$ cat config.mk
export PLATFORM = sky130hd
export DESIGN_NAME = uvc_host
export DESIGN_NICKNAME = d
export VERILOG_FILES = /design/src/common/uvc_pkg.sv /design/src/common/uvc_pins_if.sv /design/src/design/uvc_host.sv /design/src/design/uvc_pin_drv.sv
export SDC_FILE = /design/constraint.sdc
export NUM_CORES = 1
export LEC_CHECK = 0
export BUFFER_PORTS_ARGS = -buffer_cell sky130_fd_sc_hd__buf_2
export CELL_PAD_IN_SITES_DETAIL_PLACEMENT = 1
export CELL_PAD_IN_SITES_GLOBAL_PLACEMENT = 2
export CORE_ASPECT_RATIO = 1.2
export CORE_MARGIN = 2
export CORE_UTILIZATION = 32
export DETAILED_ROUTE_END_ITERATION = 8
export MAX_ROUTING_LAYER = met4
export PLACE_DENSITY = 0.77
export SLEW_MARGIN = 20
export SYNTH_ARGS = -nofsm -noshare
export SYNTH_HDL_FRONTEND = slang
export SYNTH_HIERARCHICAL = 1
export SYNTH_SLANG_ARGS = --single-unit
$ cat constraint.sdc
create_clock -name clk -period 1.9 [get_ports clk]
set_clock_uncertainty 0.05 [all_clocks]
set_input_delay 0.19 -clock clk [delete_from_list [all_inputs] [get_ports clk]]
set_output_delay 0.19 -clock clk [all_outputs]
set_load 0.005 [all_outputs]
$ cat src/common/uvc_pkg.sv
// Purpose: constants and types for the UV EPROM host controller
// Assumes: 10 MHz clock, 100 ns period
// Notes: times in ns, cycle counts derived from them
package uvc_pkg;
   localparam int CLK_NS = 100;
   localparam int ADDR_W = 13;
   localparam int DATA_W = 8;
   // Access times of the fastest grade
   localparam int ADDRESS_ACCESS_NS = 180;
   localparam int GATE_ACCESS_NS = 65;
   localparam int FLOAT_NS = 55;
   // Program pulse width
   localparam int PROG_PULSE_NS = 1000;
   // Least times round up
   localparam int ADDR_CYC = (ADDRESS_ACCESS_NS + CLK_NS - 1) / CLK_NS;
   localparam int GATE_CYC = (GATE_ACCESS_NS + CLK_NS - 1) / CLK_NS;
   localparam int SETUP_CYC =
      (ADDRESS_ACCESS_NS - GATE_ACCESS_NS + CLK_NS - 1) / CLK_NS;
   localparam int FLOAT_CYC = (FLOAT_NS + CLK_NS - 1) / CLK_NS;
   localparam int PULSE_CYC = (PROG_PULSE_NS + CLK_NS - 1) / CLK_NS;
   // Gated cycles beyond access: two synchroniser stages and one spare
   localparam int SYNC_MARGIN_CYC = 3;
   // Cycles held after the pulse before the answer
   localparam int RECOVER_CYC = 1;
   localparam int CNT_W = 8;
   localparam logic [7:0] ERASED_BYTE = 8'hff;
   // Host commands
   typedef enum logic [1:0] {
      UVC_CMD_READ,
      UVC_CMD_PROGRAM,
      UVC_CMD_VERIFY,
      UVC_CMD_IDCODE
   } uvc_cmd_e;
endpackage

$ cat src/common/uvc_pins_if.sv
// Purpose: pin group between the sequencer and the pin driver
// Assumes: one clock domain
// Notes: all signals active high inside; driver inverts select, gate and pulse
`timescale 1ns/1ps
interface uvc_pins_if;
   logic select;
   logic gate;
   logic pulse;
   logic high_supply;
   logic id_high;
   logic drive_data;
   logic [uvc_pkg::ADDR_W-1:0] addr;
   logic [uvc_pkg::DATA_W-1:0] wdata;
   modport seq (output select, gate, pulse, high_supply, id_high,
      drive_data, addr, wdata);
   modport drv (input select, gate, pulse, high_supply, id_high,
      drive_data, addr, wdata);
endinterface

$ cat src/design/uvc_host.sv
// Purpose: host controller driving a UV EPROM through its pins
// Assumes: one command at a time, fastest access grade, 10 MHz clock
// Notes: supply and high-voltage lines are logic requests to switches
//
// Summary of operation
// [RULE1] Data read only with both selects low
// [RULE2] Output gate only gates data out
// [RULE3] Select high gives standby, outputs float
// [RULE4] Address and select access delays equal
// [RULE5] Gate after address access minus gate
// [RULE6] Erased bits read one; program clears
// [RULE7] Program: high supply, select low, pulse
// [RULE8] Id code: high line nine, selects low
// [RULE9] Select per device, gate shared read
// [RULE10] Disable and inhibit float; verify reads
`timescale 1ns/1ps
module uvc_host (
   // Clock and reset
   input wire logic clk,
   input wire logic rstn,
   // Command port
   input wire logic cmd_valid,
   input wire uvc_pkg::uvc_cmd_e cmd,
   input wire logic [uvc_pkg::ADDR_W-1:0] cmd_addr,
   input wire logic [uvc_pkg::DATA_W-1:0] cmd_wdata,
   output logic cmd_ready,
   output logic rsp_valid,
   output logic [uvc_pkg::DATA_W-1:0] rsp_data,
   output logic rsp_mismatch,
   // Memory pins
   output logic chip_select_n,
   output logic output_gate_n,
   output logic program_n,
   output logic vpp_high,
   output logic id_select_high_voltage_line,
   output logic [uvc_pkg::ADDR_W-1:0] word_address,
   input wire logic [uvc_pkg::DATA_W-1:0] byte_data_pins_in,
   output logic [uvc_pkg::DATA_W-1:0] byte_data_pins_out,
   output logic byte_data_pins_oe
);
   typedef enum logic [2:0] {
      UVC_IDLE, UVC_SETUP, UVC_GATE, UVC_PULSE, UVC_RECOVER, UVC_FLOAT
   } uvc_state_e;

   uvc_state_e state;
   uvc_pkg::uvc_cmd_e op;
   logic [uvc_pkg::CNT_W-1:0] cnt;
   logic [uvc_pkg::DATA_W-1:0] sync1, sync2, wbyte;
   logic [uvc_pkg::ADDR_W-1:0] abuf;
   uvc_pins_if pins();

   // Reads, verify and id use the gated output phase
   function automatic logic is_read(input uvc_pkg::uvc_cmd_e c);
      return c != uvc_pkg::UVC_CMD_PROGRAM;
   endfunction

   // Program and verify run under the programming supply
   function automatic logic needs_vpp(input uvc_pkg::uvc_cmd_e c);
      return c == uvc_pkg::UVC_CMD_PROGRAM || c == uvc_pkg::UVC_CMD_VERIFY;
   endfunction

   // Data pins come from another device: two flops first
   always_ff @(posedge clk or negedge rstn) begin
      if (!rstn) begin
         sync1 <= '0;
         sync2 <= '0;
      end else begin
         sync1 <= byte_data_pins_in;
         sync2 <= sync1;
      end
   end

   // Sequencer; pin registers add one cycle, counts cover it
   always_ff @(posedge clk or negedge rstn) begin
      if (!rstn) begin
         state <= UVC_IDLE;
         op <= uvc_pkg::UVC_CMD_READ;
         cnt <= '0;
         abuf <= '0;
         wbyte <= '0;
      end else begin
         case (state)
            UVC_IDLE: begin
               if (cmd_valid) begin
                  op <= cmd;
                  abuf <= cmd_addr;
                  wbyte <= cmd_wdata;
                  state <= UVC_SETUP;
                  // [RULE5] select before gate
                  cnt <= uvc_pkg::CNT_W'(uvc_pkg::SETUP_CYC);
               end
            end
            UVC_SETUP: begin
               if (cnt != '0) begin
                  cnt <= cnt - 1'b1;
               end else if (is_read(op)) begin
                  state <= UVC_GATE;
                  // [RULE4] wait gate access plus sync
                  cnt <= uvc_pkg::CNT_W'(uvc_pkg::GATE_CYC
                     + uvc_pkg::SYNC_MARGIN_CYC);
               end else begin
                  state <= UVC_PULSE;
                  cnt <= uvc_pkg::CNT_W'(uvc_pkg::PULSE_CYC - 1);
               end
            end
            UVC_GATE: begin
               if (cnt != '0) begin
                  cnt <= cnt - 1'b1;
               end else begin
                  state <= UVC_FLOAT;
                  cnt <= uvc_pkg::CNT_W'(uvc_pkg::FLOAT_CYC);
               end
            end
            UVC_PULSE: begin
               if (cnt != '0) begin
                  cnt <= cnt - 1'b1;
               end else begin
                  state <= UVC_RECOVER;
                  cnt <= uvc_pkg::CNT_W'(uvc_pkg::RECOVER_CYC);
               end
            end
            UVC_RECOVER: begin
               if (cnt != '0) begin
                  cnt <= cnt - 1'b1;
               end else begin
                  state <= UVC_FLOAT;
                  cnt <= uvc_pkg::CNT_W'(uvc_pkg::FLOAT_CYC);
               end
            end
            UVC_FLOAT: begin
               // Let the device release the bus before the next cycle
               if (cnt != '0) begin
                  cnt <= cnt - 1'b1;
               end else begin
                  state <= UVC_IDLE;
               end
            end
            default: state <= UVC_IDLE;
         endcase
      end
   end

   // Pin intents; the defaults leave the part in standby, bus released
   always_comb begin
      // [RULE3] standby when deselected
      pins.select = 1'b0;
      pins.gate = 1'b0;
      pins.pulse = 1'b0;
      pins.high_supply = 1'b0;
      pins.id_high = 1'b0;
      pins.drive_data = 1'b0;
      pins.addr = abuf;
      pins.wdata = wbyte;
      case (state)
         UVC_SETUP, UVC_RECOVER: begin
            // [RULE9] select only this device
            pins.select = 1'b1;
            // [RULE10] verify under high supply
            pins.high_supply = needs_vpp(op);
            // [RULE8] id readout with high line
            pins.id_high = op == uvc_pkg::UVC_CMD_IDCODE;
            // [RULE7] byte on pins
            pins.drive_data = op == uvc_pkg::UVC_CMD_PROGRAM;
         end
         UVC_GATE: begin
            pins.select = 1'b1;
            // [RULE1] [RULE2] gate only to read
            pins.gate = 1'b1;
            pins.high_supply = needs_vpp(op);
            pins.id_high = op == uvc_pkg::UVC_CMD_IDCODE;
         end
         UVC_PULSE: begin
            pins.select = 1'b1;
            // [RULE7] low program pulse
            pins.pulse = 1'b1;
            pins.high_supply = needs_vpp(op);
            pins.drive_data = op == uvc_pkg::UVC_CMD_PROGRAM;
         end
         UVC_FLOAT: begin
            // Line nine lags select by two cycles on the way out
            pins.id_high = op == uvc_pkg::UVC_CMD_IDCODE;
         end
         default: begin
            // Idle keeps every default
            pins.select = 1'b0;
         end
      endcase
   end

   uvc_pin_drv u_drv (
      .clk(clk),
      .rstn(rstn),
      .p(pins.drv),
      .chip_select_n(chip_select_n),
      .output_gate_n(output_gate_n),
      .program_n(program_n),
      .vpp_high(vpp_high),
      .id_select_high_voltage_line(id_select_high_voltage_line),
      .word_address(word_address),
      .data_out(byte_data_pins_out),
      .data_oe(byte_data_pins_oe)
   );

   // Ready hint; a command offered while idle is taken even if this is low
   always_ff @(posedge clk or negedge rstn) begin
      if (!rstn) begin
         cmd_ready <= 1'b0;
      end else begin
         cmd_ready <= state == UVC_IDLE && !cmd_valid;
      end
   end

   // Response on last gated or recovery cycle; verify compares stored vs intended
   always_ff @(posedge clk or negedge rstn) begin
      if (!rstn) begin
         rsp_valid <= 1'b0;
         rsp_data <= '0;
         rsp_mismatch <= 1'b0;
      end else begin
         rsp_valid <= 1'b0;
         if (state == UVC_GATE && cnt == '0) begin
            rsp_valid <= 1'b1;
            rsp_data <= sync2;
            // [RULE6] verify expects exact byte
            rsp_mismatch <= op == uvc_pkg::UVC_CMD_VERIFY && sync2 != wbyte;
         end else if (state == UVC_RECOVER && cnt == '0) begin
            rsp_valid <= 1'b1;
            rsp_data <= wbyte;
            rsp_mismatch <= 1'b0;
         end
      end
   end
endmodule

$ cat src/design/uvc_pin_drv.sv
// Purpose: register every pin level going to the memory
// Assumes: sequencer gives active-high intents
// Notes: pins are flip-flop outputs; bus driven only with gate high
`timescale 1ns/1ps
module uvc_pin_drv (
   // Clock and reset
   input wire logic clk,
   input wire logic rstn,
   // Intents
   uvc_pins_if.drv p,
   // Pins
   output logic chip_select_n,
   output logic output_gate_n,
   output logic program_n,
   output logic vpp_high,
   output logic id_select_high_voltage_line,
   output logic [uvc_pkg::ADDR_W-1:0] word_address,
   output logic [uvc_pkg::DATA_W-1:0] data_out,
   output logic data_oe
);
   // Control pins idle deselected
   always_ff @(posedge clk or negedge rstn) begin
      if (!rstn) begin
         chip_select_n <= 1'b1;
         output_gate_n <= 1'b1;
         program_n <= 1'b1;
         vpp_high <= 1'b0;
         id_select_high_voltage_line <= 1'b0;
      end else begin
         chip_select_n <= ~p.select;
         output_gate_n <= ~p.gate;
         program_n <= ~p.pulse;
         vpp_high <= p.high_supply;
         id_select_high_voltage_line <= p.id_high;
      end
   end

   // Address and write data; never drive while gate low to avoid fights
   always_ff @(posedge clk or negedge rstn) begin
      if (!rstn) begin
         word_address <= '0;
         data_out <= '0;
         data_oe <= 1'b0;
      end else begin
         word_address <= p.addr;
         data_out <= p.wdata;
         data_oe <= p.drive_data & ~p.gate;
      end
   end
endmodule

Word-level counts from Yosys, hierarchy flattened
Index checks and enable logic that the tools add are counted.

storage, ports and cells
  output and inout bits = 38
  bits of input ports = 34
  flip-flop bits (word level) = 88
  word-level logic and storage cells = 84

cells by class
  reduce and logical (&&, ||, !) cells = 19
  mux-type cells = 25
  add/subtract/negate cells = 1
  equal/unequal tests = 16
  bitwise logic cells = 4

operators by type and width
  cell                 count
  $mux 8               6
  $pmux 8 s4           1
  $mux 3               5
  $pmux 3 s5           1
  $ne 2x2->1 const B   6
  $mux 1               11
  $logic_not 8->1      1
  $ne 8x8->1           1
  $reduce_bool 8->1    1
  $reduce_or 4->1      2
  $sub 8x1->8 const B  1
  $eq 3x2->1 const B   2
  $eq 3x3->1 const B   2
  $reduce_or 3->1      2
  $reduce_and 5->1     1
  $eq 2x2->1 const B   2
  $logic_and 1x1->1    4
  $mux 4               1
  $reduce_bool 4->1    1
  $eq 3x1->1 const B   1
  $logic_not 3->1      1
  $not 1->1            3
  $reduce_and 3->1     1
  $eq 2x1->1 const B   1
  other kinds (7)      7

Depth between registers and ports, before layout
  word-level depth = 4
  gate-level depth with buffers = 7
  mapped depth without buffers = 6

Cells and area by module
The synthesis kept the hierarchy.

by module, submodules not included
  module       cells an instance  sequential area each (um^2)  times used  area each (um^2)
  uvc_host     224                1,526.5                      1           2,660.1
  uvc_pin_drv  31                 679.4                        1           696.9

Worst setup path after synthesis
No wires, ideal clock.

  kind = register -> register
  start point = register cnt[0] in the netlist's numbering
  end point = register cnt[1] in the netlist's numbering
  setup slack = -132 ps
  data required time = 1,724 ps
  cell stages (with the launch flop) = 7
  setup time = 126 ps
  path buffers = 0
  data arrival time = 1,856 ps
  cells stage by stage = dfrtp_1 -> inv_1 -> ha_1 -> or4b_4 -> nor2_1 -> nor2_1 -> o32a_1

on the way
  cells in the longest elaborated chain, start to end = 3
  elaborated cells between the ends (all ways) = 8
  classes of those cells = add/sub: 1; eq/ne: 1; mux: 4; reduce/logical: 2

ends and longest elaborated chain
  element                                           RTL line         text
  from (decl)                                       uvc_host.sv:47   logic [uvc_pkg::CNT_W-1:0] cnt;
  from (signal assigned)                            uvc_host.sv:90   cnt <= uvc_pkg::CNT_W'(uvc_pkg::SETUP_CYC);
  from (signal assigned)                            uvc_host.sv:95   cnt <= cnt - 1'b1;
  from (signal assigned)                            uvc_host.sv:99   cnt <= uvc_pkg::CNT_W'(uvc_pkg::GATE_CYC
  $sub 8x1->8 or $reduce_bool 8->1 (tied branches)  n/a
  $mux 8, or another cell as far along              uvc_host.sv:132  if (cnt != '0) begin
  $pmux 8 s4 or $reduce_and 3->1 (tied branches)    n/a

Several ways; a longest one is shown, not always the timed one. The select of a mux whose other input is x is not followed.
A chain may end at the register's enable or synchronous reset.

Final worst setup path
  start point = register cnt[1] in the netlist's numbering
  end point = register rsp_data[2] in the netlist's numbering

on the way
  cells in the longest elaborated chain, start to end = 3
  elaborated cells between the ends (all ways) = 5
  classes of those cells = mux: 1; reduce/logical: 4

ends and longest elaborated chain
  element                                      RTL line                          text
  $logic_not 8->1 (*)                          uvc_host.sv:221, uvc_host.sv:226
  $logic_and 1x1->1 (on tied branches)         uvc_host.sv:221, uvc_host.sv:226
  $mux 8 or $reduce_bool 2->1 (tied branches)  n/a
  to (signal assigned)                         uvc_host.sv:223                   rsp_data <= sync2;
  to (signal assigned)                         uvc_host.sv:228                   rsp_data <= wbyte;
  to (decl)                                    uvc_host.sv:28                    output logic [uvc_pkg::DATA_W-1:0] rsp_data,

Every way passes the cells marked *; elsewhere a longest branch is shown, timed or not.

==> results.cfg <==
[run_status]
status = finished clean

[synth]
synth.distinct_cells = 45
synth_area_leader_cell = dfrtp_1
yosysSeqAreaShare_pct = 65.7
yosys_most_used_dff = dfrtp_1
synth-edff-count = 0
synth_cells = 255
async_flop_share_pct = 100
synth.avg_cell_area_um2 = 13.2
ys_warn_count = 6
synth_common_cells = dfrtp_1 (85), inv_1 (22), mux2_2 (21)
netlist.area_leader.share_pct = 63.4
synth_most_common_cell = dfrtp_1
syn-cell-area_um2 = 3360
synth_nets = 293
synth.area.top_cells = dfrtp_1 (63%), mux2_2 (7.0%), xnor2_1 (2.9%)
ys_ff_latch = 88

[hold_path]
hold_path_class = in -> reg
whs_path_depth = 3

[job]
drv_cap = 0

[power]
internal_power_mw = 4.50
combPwrFrac_pct = 26.4
p_leak_nw = 2.09
clock_power_share_pct = 28.0
power_mw = 6.46
ir_worst_vdd_uv = 681
switching_share_pct = 30.4
power.share.sequential_pct = 45.6
power_density_nw_per_um2 = 1450
switching_power_mw = 1.97

[detailed_routing]
drcViolationCount = 0
via_per_inst = 4.76
wl_um = 7800
dr.pass1.iters = 4
antenna_left = 0
vias = 2343
post_drt_wl_per_cell_um = 15.9
drtIter0Drc = 72

[timing]
fin_ws_ns = 0.0217
worst_slew_pin_slew_ns = 0.556
slew_violations = 0
clock.fmax_mhz = 532
fin_tns_setup_ns = 0
fin_crit_sh_pct = 98.9
min_period_ns = 1.88
finalSetupViolations = 0
rsz0062_at_grt = true
slew_headroom_pct = 62.9
hold_viol_final = 0

[global_routing]
overflow = 0
grtUsageTotal_pct = 15.1
antenna_found_initial = 0
grt_max_degree = 44
grt_pass1_wl_um = 13000
grt_pass1_vias = 2556

[placement]
place.gp.congestion = 0.767
post-place-ws_ns = 0.000212
numPortBuffers = 71
hpwlAfterDp_um = 5610

[clock_network]
ctsHtreeMaxLevel = 3
cts.sinks = 88
cts_setup_buffers = 0
cts_tree = built
clock_latency_ns = 0.34
clock_path_buffers = 2
cts_root_buf = clkbuf_16
clk_pin_slew_ns = 0.06
cts_made_buffers = 9

[die]
coreArea_um2 = 10100
die_area_um2 = 11300
die_height_um = 116
rows = 40
ios = 72
die_w_um = 97.5
start_util_pct = 33.2

[worst_setup_path]
cp.arrival_ns = 2.09
worstRegToRegCells = 7
crit_fanout = 18
worst_setup_path_start_kind = register
endpoint_kind = register
ff2ff_setup_slack_ns = 0.02
crit_required_ns = 2.11
crit_type = reg -> reg

[final_layout]
fin_nets = 399
syn_to_final_growth_pct = 32.8
drive_gt1_share_pct = 40.7
insertedDiodeCount = 0
repair_timing:
| action | CTS | global route |
|---|---|---|
| resized for setup | 2 | 12 |
| hold endpoints to repair | 44 | 0 |
| hold buffers | 9 | 0 |
| setup endpoints to repair | 1 | 14 |
flip-flops by register name, summed over array words and instances, names as in the netlist:
name,count
u_drv/output_gate_n,1
op,2
state,3
rsp_data,8
rsp_valid,1
rsp_mismatch,1
sync1,8
u_drv/vpp_high,1
u_drv/word_address,13
u_drv/id_select_high_voltage_line,1
abuf,13
u_drv/program_n,1
u_drv/data_out,8
u_drv/chip_select_n,1
u_drv/data_oe,1
pins.wdata,8
cmd_ready,1
cnt,8
sync2,8
path summary, 6_finish.rpt:
path                           from            end
hold / removal               cmd[1]          op[1]
min in group asynchronous      rstn         cnt[4]
setup / recovery             cnt[1]    rsp_data[2]
max in group asynchronous      rstn  pins.wdata[1]
hold reg to reg            sync1[2]       sync2[2]
setup reg to reg             cnt[1]    rsp_data[2]
metrics by stage:
stage                     cells  cell area [µm²]  util [%]  hold slack, ns
after floorplan             255             3380         -          -0.156
after global placement      467             4040      40.0           0.168
after detailed placement    467             4040      40.0           0.173
after CTS                   492             4440      43.9         0.00974
after global routing        492             4460      44.1          0.0287
final                       492             4460      44.1          0.0138
critical path: stages (launching register included):
cell      delay [ns]
dfrtp_1         0.39
inv_2           0.08
ha_4            0.14
or4b_4          0.51
nor4_4          0.22
buf_12          0.19
o221ai_1        0.11
o21ai_1         0.10
per-layer routing:
| metal | GRT usage [%] | vias to the layer above | wire, µm |
|---|---|---|---|
| met5 | - | - | 0 |
| met4 | 5.09 | 0 | 114 |
| met3 | 3.59 | 9 | 344 |
| met2 | 24.9 | 46 | 3960 |
| met1 | 18.3 | 1188 | 3390 |
| li1 | - | 1100 | - |
cell families (layout without fill, tap and decap cells):
| kind of cell | after synthesis | after routing | share of synthesized area, % |
|---|---|---|---|
| AO/OA/AOI/OAI | 51 | 51 | 10.3 |
| multiplexers | 22 | 22 | 7.34 |
| adder cells (fa/ha/maj) | 4 | 4 | 1.49 |
| XOR/XNOR | 12 | 12 | 3.13 |
| AND/OR/NAND/NOR | 46 | 46 | 8.05 |
| buffers and inverters | 32 | 143 | 3.99 |
| flip-flops | 88 | 88 | 65.7 |
power by group through the flow:
stage | registers, mW | logic (mW) | clock network [mW]
2_1_floorplan | 2.89 | 0.976 | 0
3_3_place_gp | 2.94 | 1.67 | 0
3_5_place_dp | 2.99 | 1.71 | 0
4_1_cts | 2.96 | 1.74 | 1.86
5_1_grt | 3.05 | 1.91 | 1.92
6_report | 2.95 | 1.71 | 1.81
placed cells by master, fill, tap and decap left out, types with 9 or more instances in the layout:
master	synthesis	final
mux2_2	21	21
o21ai_0	15	9
buf_2	5	70
xnor2_1	11	11
inv_1	22	20
buf_4	0	25
clkbuf_16	0	9
dfrtp_1	85	84
nor2_1	12	11
dlygate4sd3_1	0	9
cell type report:
class	count	area, µm²
sequential	88	2210
multi-input combinational	135	1060
timing repair buffer	105	648
fill	1105	5650
inverter	22	82.6
tap	126	158
clock inverter	6	66.3
clock buffer	10	239
(Power assumes the default switching activity.)
